File: src/core/uhp_cfg.svh
// Offsets, field positions, reset values and timing of the hub port control
`ifndef UHP_CFG_SVH
`define UHP_CFG_SVH
`define UHP_CLK_MHZ 50
`define UHP_PORT_RST_US 10000
`define UHP_CHIRP_US 1000
`define UHP_SPI_DIV 8
`define UHP_SPI_BITS 80
`define UHP_SPI_CMD 16'h0300
`define UHP_REG_VIDPID 8'h00
`define UHP_REG_DIDCFG 8'h04
`define UHP_REG_DEV 8'h08
`define UHP_REG_PCMD 8'h0C
`define UHP_REG_PSTAT 8'h10
`define UHP_REG_CHANGE 8'h14
`define UHP_REG_STATUS 8'h18
`define UHP_REG_LEDOVR 8'h1C
`define UHP_DEV_ADDR_LSB 0
`define UHP_DEV_CFG_LSB 8
`define UHP_DEV_ALT_BIT 16
`define UHP_OPT_FS_ONLY 0
`define UHP_OPT_STT_ONLY 1
`define UHP_OP_POWER_ON 4'h1
`define UHP_OP_POWER_OFF 4'h2
`define UHP_OP_RESET 4'h3
`define UHP_OP_CLR_ENABLE 4'h4
`define UHP_OP_SUSPEND 4'h5
`define UHP_OP_CLR_SUSPEND 4'h6
`define UHP_RST_ADDR 7'h00
`define UHP_RST_CFG 8'h00
`define UHP_RST_LEDOVR 4'h0
`endif

File: src/core/uhp_pkg.sv
// Types shared by the hub port control logic
package uhp_pkg;
  typedef enum logic [2:0] {
    UP_LOAD, UP_WAIT_VBUS, UP_ATTACHED, UP_CHIRP, UP_LISTEN, UP_FS, UP_HS
  } uhp_up_state_type;
  typedef enum logic [1:0] {LD_RUN, LD_DONE} uhp_load_state_type;
  typedef struct packed {
    logic [3:0] op;
    logic [1:0] rsv;
    logic [1:0] port;
  } uhp_pcmd_type;
  typedef struct packed {
    logic [15:0] vid;
    logic [15:0] pid;
    logic [15:0] did;
    logic [3:0] removable;
    logic [3:0] usable;
    logic [7:0] opts;
  } uhp_eecfg_type;
endpackage : uhp_pkg

File: src/core/uhp_hub.sv
// Hub port control: start-up load, attach, chirp, enumeration, ports
//
// Design decisions made here: the register addresses and register access over Wishbone.
`timescale 1ns/1ns
`default_nettype none
`include "uhp_cfg.svh"

module uhp_hub import uhp_pkg::*; #(
  parameter int NPORT = 4,
  parameter int PRST_CYC = `UHP_PORT_RST_US * `UHP_CLK_MHZ,
  parameter int CHIRP_CYC = `UHP_CHIRP_US * `UHP_CLK_MHZ,
  parameter int SPI_DIV = `UHP_SPI_DIV
) (
  input wire logic clk_sys, // 50 MHz system clock
  input wire logic rstn, // Synchronous reset, active low
  input wire logic wb_cyc_i, // Wishbone cycle
  input wire logic wb_stb_i, // Wishbone strobe
  input wire logic wb_we_i, // Wishbone write
  input wire logic [7:0] wb_adr_i, // Byte address
  input wire logic [3:0] wb_sel_i, // Byte enables
  input wire logic [31:0] wb_dat_i, // Write data
  output logic [31:0] wb_dat_o, // Read data
  output logic wb_ack_o, // Acknowledge
  output logic spi_cs_n, // EEPROM select, low active
  output logic spi_sclk, // EEPROM clock
  output logic spi_mosi, // EEPROM data in
  input wire logic spi_miso, // EEPROM data out, pin
  input wire logic upstream_vbus_sense, // Upstream VBus, pin
  input wire logic us_bus_reset, // Upstream SE0 reset seen, pin
  input wire logic us_host_chirp, // Host chirp sequence seen, pin
  output logic us_pullup, // Upstream D+ pull-up enable
  output logic us_chirp, // Drive device chirp upstream
  output logic us_hs_mode, // Upstream link at high speed
  output logic us_resume, // Resume signalled upstream
  input wire logic hub_suspended, // Hub itself suspended
  input wire logic pkt_idle, // Between packets on repeater
  input wire logic [NPORT-1:0] ds_connect, // Device attached, pins
  input wire logic [NPORT-1:0] ds_resume_in, // Resume seen on port, pins
  input wire logic [NPORT-1:0] ds_hs_dev, // Attached device is high speed
  input wire logic [NPORT-1:0] ds_babble, // Babble from line monitor
  output logic [NPORT-1:0] ds_se0, // Drive SE0 on port
  output logic [NPORT-1:0] ds_power, // Port power switch enable
  output logic [NPORT-1:0] ds_resume_out, // Drive resume onto port
  output logic [NPORT-1:0] led_green, // Green port indicator
  output logic [NPORT-1:0] route_tt, // Port via translator
  output logic [NPORT-1:0] route_rep, // Port via repeater
  output logic ds_force_fs, // Downstream at 1.1 speeds
  output logic tt_multi, // One translator per port
  output logic tt_bcast // Shared translator broadcasts
);
  localparam int NSYNC = 4 + 2 * NPORT;
  localparam logic [19:0] PRST_END = 20'(PRST_CYC - 1);
  localparam logic [19:0] CHIRP_END = 20'(CHIRP_CYC - 1);
  localparam logic [7:0] SPI_LAST = 8'(`UHP_SPI_BITS - 1);
  localparam logic [7:0] DIV_END = 8'(SPI_DIV / 2 - 1);

  // Three-stage synchronisers; a level counts once stages two and three agree
  logic [NSYNC-1:0] sync1, sync2, sync3, filt;
  always_ff @(posedge clk_sys) begin
    sync1 <= {ds_resume_in, ds_connect, us_host_chirp, us_bus_reset,
              upstream_vbus_sense, spi_miso};
    sync2 <= sync1;
    sync3 <= sync2;
  end
  always_ff @(posedge clk_sys) begin
    if (!rstn) begin
      filt <= '0;
    end else begin
      for (int i = 0; i < NSYNC; i++) begin
        if (sync2[i] == sync3[i]) begin
          filt[i] <= sync3[i];
        end
      end
    end
  end
  logic miso_f, vbus_f, brst_f, hchirp_f, brst_d;
  logic [NPORT-1:0] conn_f, resm_f, conn_d, resm_d;
  assign miso_f = filt[0];
  assign vbus_f = filt[1];
  assign brst_f = filt[2];
  assign hchirp_f = filt[3];
  assign conn_f = filt[4 +: NPORT];
  assign resm_f = filt[4 + NPORT +: NPORT];
  always_ff @(posedge clk_sys) begin
    if (!rstn) begin
      brst_d <= 1'b0;
      conn_d <= '0;
      resm_d <= '0;
    end else begin
      brst_d <= brst_f;
      conn_d <= conn_f;
      resm_d <= resm_f;
    end
  end
  logic brst_rise;
  assign brst_rise = brst_f && !brst_d;

  // EEPROM loader: one read command, then the configuration image
  uhp_load_state_type ld_state;
  uhp_eecfg_type eecfg;
  logic [7:0] div_cnt, bit_cnt;
  logic [15:0] tx_sh;
  logic spi_en, loaded;
  assign spi_en = (div_cnt == DIV_END);
  assign loaded = (ld_state == LD_DONE);
  always_ff @(posedge clk_sys) begin
    if (!rstn || loaded || spi_en) begin
      div_cnt <= 8'h00;
    end else begin
      div_cnt <= div_cnt + 8'h01;
    end
  end
  always_ff @(posedge clk_sys) begin
    if (!rstn) begin
      ld_state <= LD_RUN;
      spi_cs_n <= 1'b1;
      spi_sclk <= 1'b0;
      spi_mosi <= 1'b0;
      bit_cnt <= 8'h00;
      tx_sh <= `UHP_SPI_CMD;
      eecfg <= '0;
    end else begin
      case (ld_state)
        LD_RUN: begin
          if (spi_en) begin
            if (spi_cs_n) begin
              spi_cs_n <= 1'b0;
              spi_mosi <= tx_sh[15];
              tx_sh <= {tx_sh[14:0], 1'b0};
            end else if (!spi_sclk) begin
              spi_sclk <= 1'b1;
            end else begin
              // Sampled at the end of the high phase: the pin filter lags
              // miso by four cycles, so SPI_DIV must stay at 6 or more
              eecfg <= {eecfg[$bits(eecfg)-2:0], miso_f};
              spi_sclk <= 1'b0;
              spi_mosi <= tx_sh[15];
              tx_sh <= {tx_sh[14:0], 1'b0};
              bit_cnt <= bit_cnt + 8'h01;
              if (bit_cnt == SPI_LAST) begin
                spi_cs_n <= 1'b1;
                ld_state <= LD_DONE;
              end
            end
          end
        end
        default: begin
          spi_cs_n <= 1'b1;
          spi_sclk <= 1'b0;
        end
      endcase
    end
  end

  // Upstream attach and speed negotiation
  uhp_up_state_type up_state;
  logic [19:0] up_cnt;
  logic chirp_seen;
  always_ff @(posedge clk_sys) begin
    if (!rstn) begin
      up_state <= UP_LOAD;
      up_cnt <= 20'h00000;
      chirp_seen <= 1'b0;
    end else if (loaded && !vbus_f) begin
      up_state <= UP_WAIT_VBUS;
    end else begin
      case (up_state)
        UP_LOAD: if (loaded) up_state <= UP_WAIT_VBUS;
        UP_WAIT_VBUS: up_state <= UP_ATTACHED;
        UP_ATTACHED, UP_FS, UP_HS: begin
          if (brst_rise) begin
            up_cnt <= 20'h00000;
            chirp_seen <= 1'b0;
            up_state <= eecfg.opts[`UHP_OPT_FS_ONLY] ? UP_LISTEN : UP_CHIRP;
          end
        end
        UP_CHIRP: begin
          up_cnt <= up_cnt + 20'h00001;
          if (up_cnt == CHIRP_END || !brst_f) up_state <= UP_LISTEN;
        end
        UP_LISTEN: begin
          if (hchirp_f) chirp_seen <= 1'b1;
          if (!brst_f) up_state <= (chirp_seen || hchirp_f) ? UP_HS : UP_FS;
        end
        default: up_state <= UP_LOAD;
      endcase
    end
  end
  always_ff @(posedge clk_sys) begin
    if (!rstn) begin
      us_pullup <= 1'b0;
      us_chirp <= 1'b0;
      us_hs_mode <= 1'b0;
    end else begin
      us_pullup <= loaded && vbus_f && (up_state inside {UP_ATTACHED, UP_CHIRP,
                   UP_LISTEN, UP_FS});
      us_chirp <= (up_state == UP_CHIRP) && brst_f && vbus_f;
      us_hs_mode <= (up_state == UP_HS) && vbus_f;
    end
  end

  // Wishbone slave, one wait state, zero for unmapped reads
  logic wb_req, wb_wr;
  uhp_pcmd_type pcmd;
  logic [6:0] dev_addr, next_addr;
  logic [7:0] dev_cfg;
  logic dev_alt, configured, dev_wr;
  logic [3:0] led_ovr;
  logic [NPORT:0] change;
  logic [NPORT:0] change_set;
  assign wb_req = wb_cyc_i && wb_stb_i && !wb_ack_o;
  assign wb_wr = wb_req && wb_we_i;
  assign dev_wr = wb_wr && (wb_adr_i == `UHP_REG_DEV) && wb_sel_i[0];
  assign next_addr = wb_dat_i[`UHP_DEV_ADDR_LSB +: 7];
  assign pcmd = (wb_wr && wb_adr_i == `UHP_REG_PCMD && wb_sel_i[0]) ?
                uhp_pcmd_type'(wb_dat_i[7:0]) : '0;
  assign configured = (dev_cfg != 8'h00);
  always_ff @(posedge clk_sys) begin
    if (!rstn) begin
      wb_ack_o <= 1'b0;
    end else begin
      wb_ack_o <= wb_req;
    end
  end
  always_ff @(posedge clk_sys) begin
    if (!rstn || brst_rise || !us_pullup && !us_hs_mode) begin
      dev_addr <= `UHP_RST_ADDR;
      dev_cfg <= `UHP_RST_CFG;
      dev_alt <= 1'b0;
    end else if (dev_wr && next_addr != dev_addr) begin
      dev_addr <= next_addr;
      dev_cfg <= `UHP_RST_CFG;
      dev_alt <= 1'b0;
    end else if (wb_wr && wb_adr_i == `UHP_REG_DEV) begin
      if (wb_sel_i[1]) dev_cfg <= wb_dat_i[`UHP_DEV_CFG_LSB +: 8];
      if (wb_sel_i[2]) dev_alt <= wb_dat_i[`UHP_DEV_ALT_BIT];
    end
  end
  always_ff @(posedge clk_sys) begin
    if (!rstn) begin
      led_ovr <= `UHP_RST_LEDOVR;
    end else if (wb_wr && wb_adr_i == `UHP_REG_LEDOVR && wb_sel_i[0]) begin
      led_ovr <= wb_dat_i[3:0];
    end
  end

  // Per-port state
  logic [NPORT-1:0] p_pwr, p_en, p_arm, p_susp, p_rst;
  logic [19:0] p_cnt [NPORT];
  for (genvar n = 0; n < NPORT; n++) begin : g_port
    logic hit, usable;
    assign hit = (pcmd.port == 2'(n));
    assign usable = eecfg.usable[n];
    always_ff @(posedge clk_sys) begin
      if (!rstn || !configured || !usable) begin
        p_pwr[n] <= 1'b0;
        p_en[n] <= 1'b0;
        p_arm[n] <= 1'b0;
        p_susp[n] <= 1'b0;
        p_rst[n] <= 1'b0;
        p_cnt[n] <= 20'h00000;
        ds_resume_out[n] <= 1'b0;
      end else begin
        ds_resume_out[n] <= 1'b0;
        if (hit && pcmd.op == `UHP_OP_POWER_ON) p_pwr[n] <= 1'b1;
        if (hit && pcmd.op == `UHP_OP_POWER_OFF) begin
          p_pwr[n] <= 1'b0;
          p_en[n] <= 1'b0;
          p_arm[n] <= 1'b0;
        end
        if (hit && pcmd.op == `UHP_OP_RESET && p_pwr[n]) begin
          p_rst[n] <= 1'b1;
          p_en[n] <= 1'b0;
          p_cnt[n] <= 20'h00000;
          p_arm[n] <= 1'b0;
        end else if (p_rst[n]) begin
          p_cnt[n] <= p_cnt[n] + 20'h00001;
          if (p_cnt[n] == PRST_END) begin
            p_rst[n] <= 1'b0;
            p_en[n] <= 1'b1;
            p_arm[n] <= 1'b1;
          end
        end
        if (p_en[n] && p_arm[n] && ds_babble[n]) begin
          p_en[n] <= 1'b0;
          p_arm[n] <= 1'b0;
        end
        if (hit && pcmd.op == `UHP_OP_CLR_ENABLE) begin
          p_en[n] <= 1'b0;
          p_arm[n] <= 1'b0;
        end
        if (!conn_f[n]) begin
          p_en[n] <= 1'b0;
          p_susp[n] <= 1'b0;
        end
        if (hit && pcmd.op == `UHP_OP_SUSPEND && p_en[n]) p_susp[n] <= 1'b1;
        if (hit && pcmd.op == `UHP_OP_CLR_SUSPEND && p_susp[n]) begin
          p_susp[n] <= 1'b0;
          ds_resume_out[n] <= 1'b1;
        end
        if (p_susp[n] && resm_f[n] && !resm_d[n] && !hub_suspended) begin
          p_susp[n] <= 1'b0;
        end
      end
    end
    assign change_set[n+1] = p_pwr[n] && (conn_f[n] != conn_d[n]) ||
      p_en[n] && p_arm[n] && ds_babble[n] ||
      p_rst[n] && p_cnt[n] == PRST_END ||
      p_susp[n] && resm_f[n] && !resm_d[n] && !hub_suspended;
  end
  assign change_set[0] = 1'b0;

  // Endpoint 1 change bitmap; a new event wins over a same-cycle clear
  always_ff @(posedge clk_sys) begin
    if (!rstn) begin
      change <= '0;
    end else begin
      for (int i = 0; i <= NPORT; i++) begin
        if (change_set[i]) begin
          change[i] <= 1'b1;
        end else if (wb_wr && wb_adr_i == `UHP_REG_CHANGE && wb_sel_i[0] &&
                     wb_dat_i[i]) begin
          change[i] <= 1'b0;
        end
      end
    end
  end

  // Resume upstream only from a suspended port while the hub sleeps
  always_ff @(posedge clk_sys) begin
    if (!rstn || !hub_suspended) begin
      us_resume <= 1'b0;
    end else if ((p_susp & resm_f & ~resm_d) != '0) begin
      us_resume <= 1'b1;
    end
  end

  // Port drive, indicators and routing
  logic multi_ok;
  assign multi_ok = us_hs_mode && configured && dev_alt &&
                    !eecfg.opts[`UHP_OPT_STT_ONLY];
  always_ff @(posedge clk_sys) begin
    if (!rstn) begin
      ds_se0 <= '1;
      ds_power <= '0;
      led_green <= '0;
      tt_multi <= 1'b0;
      tt_bcast <= 1'b0;
    end else begin
      ds_se0 <= configured ? p_rst : '1;
      ds_power <= configured ? p_pwr : '0;
      led_green <= p_en & ~led_ovr[NPORT-1:0];
      tt_multi <= multi_ok;
      tt_bcast <= us_hs_mode && configured && !multi_ok;
    end
  end
  always_ff @(posedge clk_sys) begin
    if (!rstn) begin
      route_tt <= '0;
      route_rep <= '0;
      ds_force_fs <= 1'b1;
    end else if (pkt_idle) begin
      // Late switch is safer than tearing a packet in half
      route_tt <= us_hs_mode ? p_en & ~ds_hs_dev : '0;
      route_rep <= us_hs_mode ? p_en & ds_hs_dev : p_en;
      ds_force_fs <= !us_hs_mode;
    end
  end

  // Read data
  always_ff @(posedge clk_sys) begin
    if (!rstn) begin
      wb_dat_o <= 32'h00000000;
    end else if (wb_req && !wb_we_i) begin
      if (wb_adr_i == `UHP_REG_VIDPID) begin
        wb_dat_o <= {eecfg.vid, eecfg.pid};
      end else if (wb_adr_i == `UHP_REG_DIDCFG) begin
        wb_dat_o <= {eecfg.did, eecfg.removable, eecfg.usable, eecfg.opts};
      end else if (wb_adr_i == `UHP_REG_DEV) begin
        wb_dat_o <= {15'h0000, dev_alt, dev_cfg, 1'b0, dev_addr};
      end else if (wb_adr_i == `UHP_REG_PSTAT) begin
        wb_dat_o <= {12'h000, p_rst, p_susp, p_en, p_pwr, conn_f};
      end else if (wb_adr_i == `UHP_REG_CHANGE) begin
        wb_dat_o <= {27'h0000000, change};
      end else if (wb_adr_i == `UHP_REG_STATUS) begin
        wb_dat_o <= {26'h0000000, us_resume, tt_multi, configured,
                     us_hs_mode, us_pullup, loaded};
      end else if (wb_adr_i == `UHP_REG_LEDOVR) begin
        wb_dat_o <= {28'h0000000, led_ovr};
      end else begin
        wb_dat_o <= 32'h00000000;
      end
    end
  end

  logic [NPORT-1:0] babble_hit;
  assign babble_hit = p_en & p_arm & ds_babble;
endmodule : uhp_hub
`default_nettype wire

File: config.mk
export PLATFORM = sky130hd
export DESIGN_NAME = uhp_hub
export DESIGN_NICKNAME = d
export VERILOG_FILES = /design/src/core/uhp_pkg.sv /design/src/core/uhp_hub.sv
export VERILOG_INCLUDE_DIRS = /design/src /design/src/core
export SDC_FILE = /design/constraint.sdc
export NUM_CORES = 1
export LEC_CHECK = 0
export BUFFER_PORTS_ARGS = -buffer_cell sky130_fd_sc_hd__buf_2
export CAP_MARGIN = 20
export CORE_ASPECT_RATIO = 0.75
export CORE_MARGIN = 5
export CORE_UTILIZATION = 25
export CTS_CLUSTER_SIZE = 10
export DETAILED_ROUTE_END_ITERATION = 12
export PLACE_DENSITY = 0.37
export SLEW_MARGIN = 0
export SYNTH_ARGS = -nofsm -noshare
export SYNTH_HDL_FRONTEND = slang
export SYNTH_SLANG_ARGS = --single-unit
File: constraint.sdc
create_clock -name clk_sys -period 4.45 [get_ports clk_sys]
set_input_delay 0.445 -clock clk_sys [delete_from_list [all_inputs] [get_ports clk_sys]]
set_output_delay 0.445 -clock clk_sys [all_outputs]
set_load 0.02 [all_outputs]
Yosys cells after proc, flatten, opt, wreduce, memory -nomap -nowiden

Memories as Yosys holds them, arrays and structs flattened.
Index checks and enable logic that the tools add are counted.

Add/subtract/negate cells: 7
Multiplexer cells: 131
Bitwise operators: 23
Reductions and logical operators: 182
Equality and inequality tests: 59

Operators by type and width:

| kind                                                                    | number |
|---|---|
| 20-bit 2-to-1 mux                                                       | 11 |
| 1-bit 2-to-1 mux                                                        | 101 |
| 20-bit by 1-bit adder with 20-bit output, second input constant         | 5 |
| 1-bit logical AND                                                       | 93 |
| 20-bit by 19-bit equality test with 1-bit output, second input constant | 4 |
| 32-bit 2-to-1 mux                                                       | 2 |
| 20-bit case mux with 2 select lines                                     | 1 |
| 8-bit by 5-bit equality test with 1-bit output, second input constant   | 4 |
| 16-bit 2-to-1 mux                                                       | 2 |
| 1-bit logical OR                                                        | 24 |
| 4-bit bitwise AND                                                       | 5 |
| 20-bit by 16-bit equality test with 1-bit output, second input constant | 1 |
| 1-bit logical NOT                                                       | 20 |
| 5-bit OR reduction                                                      | 4 |
| 8-bit by 1-bit adder with 8-bit output, second input constant           | 2 |
| 8-bit by 4-bit equality test with 1-bit output, second input constant   | 2 |
| 4-bit AND reduction                                                     | 4 |
| 4-bit OR reduction                                                      | 4 |
| 3-bit 2-to-1 mux                                                        | 5 |
| 3-bit case mux with 5 select lines                                      | 1 |
| 3-bit OR reduction                                                      | 5 |
| 2-bit nonzero test                                                      | 7 |
| 1-bit equality test                                                     | 12 |
| 4-bit by 3-bit equality test with 1-bit output, second input constant   | 3 |
| other kinds (32)                                                        | 80 |

Word-level logic and storage cells: 484
RAM bits: 80
Flip-flop bits (word level): 289
Memories: 1
Bits of input ports: 71

Memory list:

| name  | words | bits a word | read ports | clocked after memory_dff | wr ports | RTL line       | text |
|---|---|---|---|---|---|---|---|
| p_cnt | 4     | 20          | 4          | 0                        | 4        | uhp_hub.sv:249 | `logic [19:0] p_cnt [NPORT];` |

Longest topological paths before layout

Gate-level depths: netlist of run 1.

Depth in word-level cells: 14
Mapped depth: 8

Worst setup path after synthesis of run 1

Ideal clock, no wire load.

Kind: input port to flip-flop
Start: input port wb_adr_i[2]
End: memory p_cnt[3][0] (enable)
Path buffers: 1
Data arrival time: 2111 ps
Stages on the path: 6
Path slack: 1963 ps
Path through: buf_2 -> nand2_1 -> and4b_1 -> nand3_2 -> or3_1 -> nand2_1

RTL lines:

| element     | RTL line       | text |
|---|---|---|
| from (decl) | uhp_hub.sv:19  | `input wire logic [7:0] wb_adr_i,` |
| to (decl)   | uhp_hub.sv:249 |  |

Worst setup path after layout of run 1

Start: register div_cnt[0]
End: register eecfg[13] (netlist bit)

Longest elaborated chain between the ends: 2

RTL lines:

| element                                        | RTL line       | text |
|---|---|---|
| from (decl)                                    | uhp_hub.sv:101 | `logic [7:0] div_cnt, bit_cnt;` |
| from (signal assigned)                         | uhp_hub.sv:110 | `div_cnt <= div_cnt + 8'h01;` |
| 8-bit by 2-bit equality test with 1-bit output | uhp_hub.sv:104 | `assign spi_en = (div_cnt == DIV_END);` |
| 4-bit AND reduction (no source line)           | --             |  |
| to (signal assigned)                           | uhp_hub.sv:135 | `eecfg <= {eecfg[$bits(eecfg)-2:0], miso_f};` |
| to (decl)                                      | uhp_hub.sv:100 | `uhp_eecfg_type eecfg;` |

Every way passes these cells.
A chain may end at the register's enable or synchronous reset.

==> flow_summary_export.csv, run 1 <==
group,metric,value,unit
clock_network,post-cts-setup-buffers,0,
clock_network,clock_latency,0.57,ns
clock_network,htreeDepth,2,
place,dpl_cell_area,17090,um2
critical_path,cp.required,4.94,ns
cells_and_area,nets,1882,
timing,clock.fmax,0.3400,GHz
place,numPortBuffers,121,
routing,postRouteAntennaNets,0,
pwr,seqPwrFrac,47.6,%
floorplanning,die_h,226.7,um
global_routing,grt_remaining_overflow,0,
synth,syn_area_per_cell,9.250,um2
routing,first_pass_iters,5,
timing,setup_viol,0,
clock_network,cts_hold_buffers,12,
floorplanning,fp-row-count,79,
floorplanning,io_pins,138,
clock_network,clkTransAtPathRegs,0.06,ns
run_status,outcome,"complete, no violations",
timing,holdWs,0.08649,ns
routing,routed_via_density,4.739,
floorplanning,dieArea,67760,um2
timing,hold_violations,0,
routing,drc,0,
global_routing,antenna_found_initial,13,
timing,post-route-period-util,66.10,%
routing,vias,12512,
pwr,p_int,5.494,mW
synth,synth_cell_types,81,
clock_network,ctsLongestPathBuffers,3,
global_routing,grt_pass1_vias,12124,
critical_path,crit_family,"simple AND/OR/NAND/NOR gates",
min_path,hp-class,"in -> reg",
synth,yosysMostFrequentCell,"dfxtp_1",
critical_path,max_stage_delay,1.00,ns
clock_network,cts.repair.resized,0,
cells_and_area,fin_area,18530,um2
critical_path,cp_num_buf_inv,1,
critical_path,crit_arrival,3.43,ns
synth,synth_area,15650,um2
synth,synth_top_area_share,35.94,%
place,dp_hpwl,34050,um
pwr,power.switching,1.743,mW
synth,synth_flop_cell,"dfxtp_1",
timing,rsz0062_at_grt,"false",
critical_path,crit_slowest_cell,"and4_2",
critical_path,path_class,"reg -> reg",
critical_path,path_cells,"ha_1 -> nor4b_1 -> and4_2 -> buf_12 -> nand2_1 -> a21oi_1",
pwr,power_density,390.6,nW/um2
global_routing,grt_usage,14.13,%
synth,synthTopCellsByCount,"dfxtp_1, nand2_1, nor2_1",
clock_network,cts_root_buf,"clkbuf_16",
pwr,p_comb_share,5.2,%
timing,slew_violations,0,
routing,routed_wl,48630,um
place,gp_congestion,0.7761,
global_routing,grt_pass1_wl,74990,um
synth,synth.area.top_cells,"dfxtp_1, edfxtp_1, nand2_1",
cells_and_area,ff_latch_area,8028,um2
cells_and_area,fill_cells,6527,
floorplanning,core_area,61980,um2
clock_network,cts_tree,"built",
clock_network,cts_buffers,44,
critical_path,cp-end-kind,"flop",
pwr,max-vdd-ir-drop,0.2469,mV
global_routing,grt_max_degree,67,
clock_network,cts.sinks,361,
synth,synth-seq-cells,361,
synth,async_flop_share,0,%
synth,ys_warn_count,0,
timing,setup_tns,0,ns
routing,wl_per_cell,18.42,um
synth,synth_top_area_cell,"dfxtp_1",
cells_and_area,drive_gt1_share,12.25,%
pwr,leakage,6.540,nW
routing,drtIter0Drc,791,
cells_and_area,multi_input_area,7192,um2
synth,ys_seq_area_share,51.29,%
pwr,power_frac_clock,47.2,%
pwr,swShare,24.08,%
synth,synth_cells,1692,
timing,skew,0.02776,ns
synth,syn_nets,1770,
floorplanning,start_util,25.25,%
timing,relSlewSlack,27.33,%
floorplanning,dieWidth,298.9,um
critical_path,worstSetupStartpointType,"flop",
timing,worst_slew_pin_slew,1.084,ns
synth,synth_edf_count,80,
flow_run,cap_violations,0,
timing,period_needed,2.942,ns
cells_and_area,area_growth,18.37,%
critical_path,crit_fanout,42,
[per-stage QoR]
step | utilization [%] | power (mW) | setup WS (ns) | instances
CTS | 29.89 | 7.366 | 1.470 | 2639
global placement | 27.53 | 3.886 | 1.243 | 2554
finish | 29.89 | 7.237 | 1.508 | 2640
floorplan | - | 3.762 | 1.963 | 1692
global route | 29.89 | 7.552 | 1.259 | 2639
detailed placement | 27.58 | 3.887 | 1.235 | 2556
[final timing paths]
path	from	to	slack, ns	cells after the start
max	div_cnt[0]	eecfg[13]	1.51	6
min	wb_dat_i[12]	dev_cfg[4]	0.09	2
max reg2reg	div_cnt[0]	eecfg[13]	1.51	6
min reg2reg	sync1[0]	sync2[0]	0.33	0
[power by group through the flow]
stage / Combinational [mW] / Clock [mW] / Sequential, mW
final: 0.377 / 3.41 / 3.45
after floorplan: 0.289 / 0 / 3.47
after global routing: 0.416 / 3.68 / 3.46
after detailed placement: 0.371 / 0 / 3.52
after CTS: 0.380 / 3.54 / 3.45
after global placement: 0.368 / 0 / 3.52
[flip-flops by register name, summed over array words and instances, names as in the netlist, 7 cells and up]
| register | count |
|---|---|
| sync3 | 12 |
| tx_sh | 8 |
| dev_cfg | 8 |
| eecfg | 64 |
| dev_addr | 7 |
| filt | 12 |
| bit_cnt | 8 |
| sync2 | 12 |
| up_cnt | 20 |
| wb_dat_o | 32 |
| p_cnt | 80 |
| div_cnt | 8 |
| sync1 | 12 |
[layout by cell type, fill, tap and decap left out, types with 19 or more instances in the layout]
cell       count
a21oi_1      135
and2_1        19
and3_1        23
buf_2        121
clkbuf_16     45
dfxtp_1      281
edfxtp_1      80
inv_1         21
mux2i_1       30
nand2_1      235
nand2b_1      19
nand3_1       74
nand4_1       34
nor2_1       194
nor3_1        49
o21ai_0       42
xnor2_1       51
xor2_1        65
[cells by family (layout without fill, tap and decap cells)]
logic type               after synthesis  in the layout  synth area share, %
other                                  0              1                    0
AND/OR/NAND/NOR                      763            763                24.12
adder cells (fa/ha/maj)                7              7               0.5596
multiplexers                          34             34                2.350
XOR/XNOR                             116            116                6.491
AO/OA/AOI/OAI                        303            303                12.37
flip-flops                           361            361                51.29
buffers and inverters                108            245                2.822
[area by class of cell]
class	count	share of cell area (%)
diodes	1	0.01351
clock buffers	66	6.720
clock inverters	5	0.3512
inverters	22	0.4592
multi-input cells	1223	38.82
flip-flops and latches	361	43.33
well taps	810	5.470
repair buffers	152	4.836
[metal layers]
layer  vias up  wire [um]  global-route usage [%]
met5         -         52                       0
met4        10        962                   3.311
met3        78       3096                   3.465
met2       228      18600                   19.25
met1      5968      25920                   22.07
li1       6228          -                       -
Power figures use the tool's default switching activity.
==> run 2: changes to the inputs <==
- PLACE_DENSITY: 0.37 -> 0.38
- clock period: 4.45 -> 2.7 ns (I/O delays scaled with it)
==> flow_summary_export.csv, run 2 (synthesized netlist as in run 1, its figures left out) <==
group,metric,value,unit
run_status,outcome,"complete, no violations",
critical_path,crit_start,"dev_cfg[3]",
clock_network,htreeDepth,2,
floorplanning,fp-row-count,79,
critical_path,endpoint,"p_cnt[2][14]",
cells_and_area,layout.cells.non_filler,2689,
critical_path,r2r_slack,0.29,ns
timing,setup_ws,0.2881,ns
timing,period_needed,2.412,ns
cells_and_area,final_cell_mix,"dfxtp_1, nand2_1, nor2_1",
critical_path,r2r_cells,7,
global_routing,grt_usage,13.95,%
timing,clock.fmax,0.4146,GHz
timing,slew_violations,0,
timing,relSlewSlack,36.08,%
timing,post-route-period-util,89.33,%
timing,hold_violations,0,
critical_path,crit_arrival,2.70,ns
routing,routed_via_density,4.706,
global_routing,grt_pass1_wl,74680,um
place,numPortBuffers,121,
global_routing,use_met2,19.36,%
floorplanning,dieWidth,298.9,um
place,dpl_worst_slack,0.2831,ns
critical_path,cp.required,2.99,ns
clock_network,cts_tree,"built",
clock_network,clock_latency,0.57,ns
global_routing,grt_remaining_overflow,0,
floorplanning,core_area,61980,um2
routing,wl_per_cell,17.87,um
clock_network,cts.sinks,361,
floorplanning,die_h,226.7,um
routing,postRouteAntennaNets,0,
cells_and_area,reg.largest.list,"p_cnt x80, eecfg x64, wb_dat_o x32",
global_routing,antenna_found_initial,7,
clock_network,clkTransAtPathRegs,0.06,ns
clock_network,cts_root_buf,"clkbuf_16",
clock_network,ctsLongestPathBuffers,3,
global_routing,grt_max_degree,66,
clock_network,cts.repair.resized,0,
pwr,leakage,6.802,nW
critical_path,cp-end-kind,"flop",
min_path,hp-class,"in -> reg",
cells_and_area,nets,1933,
pwr,max-vdd-ir-drop,0.3491,mV
routing,vias,12655,
place,dp_hpwl,34440,um
cells_and_area,largest_register,"p_cnt",
floorplanning,io_pins,138,
clock_network,cts_buffers,44,
critical_path,reg2reg_to,"p_cnt[2][14]",
place,dp_cells,2590,
routing,drc,0,
routing,first_pass_iters,5,
flow_run,cap_violations,0,
global_routing,busiest_layer,"met1",
timing,setup_tns,0,ns
clock_network,cts_hold_buffers,29,
clock_network,post-cts-setup-buffers,0,
routing,drtIter0Drc,832,
cells_and_area,fill_cells,6490,
cells_and_area,largest_register_ffs,80,
cells_and_area,area_growth,21.38,%
critical_path,crit_fanout,20,
pwr,power_density,625.7,nW/um2
timing,rsz0062_at_grt,"false",
timing,skew,0.02545,ns
place,gp_congestion,0.8192,
global_routing,use_met3,3.101,%
floorplanning,start_util,25.25,%
cells_and_area,n_antenna_cell,0,
global_routing,met1_usage,21.89,%
timing,worst_slew_pin_slew,0.9589,ns
critical_path,path_class,"reg -> reg",
floorplanning,dieArea,67760,um2
routing,routed_wl,48060,um
timing,setup_viol,0,
global_routing,grt_pass1_vias,12136,
cells_and_area,layout_commonest_cell,"dfxtp_1",
critical_path,r2r-start,"dev_cfg[3]",
critical_path,worstSetupStartpointType,"flop",
cells_and_area,drive_gt1_share,13.68,%
cells_and_area,post-route-util,30.65,%
==> run 2: worst min-delay path by stage <==
stage / depth (start not counted) / start / to
6_report: 3 / wb_dat_i[4] / dev_addr[4]
5_1_grt: 3 / wb_dat_i[5] / dev_addr[5]
4_1_cts: 3 / wb_dat_i[4] / dev_addr[4]
3_5_place_dp: 0 / sync1[2] / sync2[2]
3_3_place_gp: 0 / sync1[2] / sync2[2]
2_1_floorplan: 0 / spi_miso / sync1[0]
==> run 2: layout make-up <==
cell class / count / area, um2 / share of cell area (%)
timing repair buffer: 203 / 1381 / 7.271
multi-input combinational: 1223 / 7192 / 37.86
tap: 810 / 1013 / 5.335
sequential: 361 / 8028 / 42.26
clock inverter: 2 / 26.28 / 0.1383
inverter: 22 / 85.08 / 0.4478
clock buffer: 68 / 1272 / 6.698
==> run 2: layer usage <==
layer,vias up,wire length (um)
met5,-,0
met4,0,689
met3,51,2793
met2,268,18840
met1,6006,25740
li1,6330,-
==> run 2: power by group <==
group | switching (mW) | total (mW) | internal, mW | leakage, nW
logic | 0.458 | 0.744 | 0.286 | 2.90
registers | 0.0567 | 5.62 | 5.57 | 3.27
clock network | 2.31 | 5.52 | 3.21 | 0.632
total | 2.82 | 11.9 | 9.07 | 6.80
==> run 2: stage by stage <==
step                      total power, mW  instance area [um2]  hold slack [ns]
after floorplan                     6.201                15650           0.2977
after global placement              6.450                17410           0.3122
after detailed placement            6.455                17410           0.3121
after CTS                           12.13                19000         0.006901
after global routing                12.43                19000          0.04556
final                               11.89                19000          0.04946
==> run 2: critical path: stages (launching register included) <==
cell	delay, ns
dfxtp_1	0.37
nor4_1	0.66
a21oi_2	0.18
buf_4	0.25
and3_1	0.21
o31ai_2	0.08
buf_4	0.30
nor2_1	0.08
==> run 3: changes to the inputs <==
- CORE_ASPECT_RATIO: 0.75 -> 0.8
==> flow_summary_export.csv, run 3 (synthesized netlist as in run 1, its figures left out) <==
group,metric,value,unit
global_routing,grt_max_degree,71,
clock_network,clock_latency,0.57,ns
timing,clock.fmax,0.4050,GHz
critical_path,max_stage_delay,0.76,ns
cells_and_area,final_cell_mix,"dfxtp_1, nand2_1, nor2_1",
critical_path,crit_fanout,19,
timing,slew_violations,0,
critical_path,path_class,"reg -> reg",
timing,hold_violations,0,
critical_path,critPathMostFrequentCell,"buf_4",
timing,period_needed,2.469,ns
timing,rsz0062_at_grt,"false",
timing,post-route-period-util,91.44,%
clock_network,cts.sinks,361,
clock_network,cts_root_buf,"clkbuf_16",
pwr,leakage,6.825,nW
routing,wl_per_cell,17.76,um
timing,setup_tns,0,ns
critical_path,cp_num_buf_inv,2,
cells_and_area,largest_register_ffs,80,
timing,worst_slew_pin_slew,0.8793,ns
global_routing,grt_pass1_vias,12024,
cells_and_area,reg.largest.list,"p_cnt x80, eecfg x64, wb_dat_o x32",
routing,drc,0,
pwr,power_frac_clock,46.6,%
cells_and_area,area_growth,21.94,%
run_status,outcome,"complete, no violations",
clock_network,clkTransAtPathRegs,0.06,ns
global_routing,grt_usage,14.01,%
critical_path,crit_slowest_cell,"nor4_1",
routing,routed_wl,48370,um
critical_path,cp.required,3.01,ns
cells_and_area,nets,1933,
clock_network,cts_tree,"built",
critical_path,worstSetupStartpointType,"flop",
pwr,power.switching,2.803,mW
place,gp_congestion,0.8205,
routing,postRouteAntennaNets,0,
timing,skew,0.01679,ns
floorplanning,io_pins,138,
pwr,p_int,9.148,mW
critical_path,path_cells,"nor4_1 -> a21oi_2 -> buf_4 -> and3_1 -> o31ai_4 -> buf_4 -> nor2_1",
critical_path,crit_arrival,2.78,ns
place,numPortBuffers,121,
cells_and_area,layout_commonest_cell,"dfxtp_1",
critical_path,cp-end-kind,"flop",
timing,relSlewSlack,41.38,%
clock_network,cts_buffers,44,
timing,setup_ws,0.2310,ns
routing,first_pass_iters,5,
floorplanning,die_h,233.8,um
floorplanning,start_util,25.09,%
cells_and_area,post-route-util,30.60,%
floorplanning,dieArea,67740,um2
floorplanning,core_area,62380,um2
clock_network,htreeDepth,2,
pwr,seqPwrFrac,47.1,%
place,dpl_cell_area,17440,um2
routing,routed_via_density,4.627,
critical_path,crit_family,"simple AND/OR/NAND/NOR gates",
pwr,max-vdd-ir-drop,0.4191,mV
pwr,power_density,626.2,nW/um2
routing,drtIter0Drc,920,
timing,setup_viol,0,
pwr,swShare,23.45,%
cells_and_area,drive_gt1_share,13.81,%
routing,vias,12605,
place,dpl_worst_slack,0.2177,ns
global_routing,grt_remaining_overflow,0,
flow_run,cap_violations,0,
place,dp_hpwl,34310,um
global_routing,antenna_found_initial,7,
cells_and_area,fin_area,19090,um2
min_path,hp-class,"in -> reg",
cells_and_area,largest_register,"p_cnt",
global_routing,grt_pass1_wl,73920,um
floorplanning,fp-row-count,82,
pwr,p_comb_share,6.2,%
floorplanning,dieWidth,289.7,um
clock_network,ctsLongestPathBuffers,3,
-- run 3: final timing paths --
path         slack (ns)        from  cells after the start          end
min reg2reg        0.32    sync1[2]                      0     sync2[2]
max reg2reg        0.23  dev_cfg[4]                      7  p_cnt[3][7]
max                0.23  dev_cfg[4]                      7  p_cnt[3][7]
min                0.03        rstn                      2     tx_sh[8]
-- run 3: repair_timing --
action | CTS | global route
hold buffers | 29 | 0
endpoints found under the hold margin | 28 | 0
resized for setup | 0 | 0
setup endpoints to repair | 0 | 0
setup buffers | 0 | 0
-- run 3: per-layer routing --
metal / vias to the layer above / track usage [%] / share of wire (%) / wire length, um
li1: 6332 / - / - / -
met1: 5999 / 21.54 / 53 / 25410
met2: 216 / 20.15 / 41 / 20040
met3: 56 / 2.352 / 4.0 / 1952
met4: 2 / 3.761 / 2.0 / 947
met5: - / 0 / 0.027 / 13
-- run 3: stage by stage --
step / hold WS (ns) / power [mW] / std cells
after floorplan: 0.2977 / 6.201 / 1692
after global placement: 0.3128 / 6.453 / 2618
after detailed placement: 0.3121 / 6.455 / 2619
after CTS: 0.001225 / 12.22 / 2722
after global routing: 0.04341 / 12.50 / 2723
final: 0.03276 / 11.95 / 2724
-- run 3: final cells by class --
| type | count | area, um2 |
|---|---|---|
| flip-flops and latches | 361 | 8028 |
| clock buffers | 69 | 1266 |
| diodes | 1 | 2.502 |
| well taps | 840 | 1051 |
| clock inverters | 5 | 57.56 |
| repair buffers | 203 | 1401 |
| multi-input cells | 1223 | 7194 |
| fillers | 6675 | 43290 |
| inverters | 22 | 85.08 |
-- run 3: power groups by stage --
stage / logic (mW) / registers, mW / clock network [mW]
6_report: 0.745 / 5.63 / 5.57
5_1_grt: 0.822 / 5.64 / 6.04
4_1_cts: 0.748 / 5.63 / 5.84
3_5_place_dp: 0.708 / 5.75 / 0
3_3_place_gp: 0.707 / 5.75 / 0
2_1_floorplan: 0.477 / 5.72 / 0
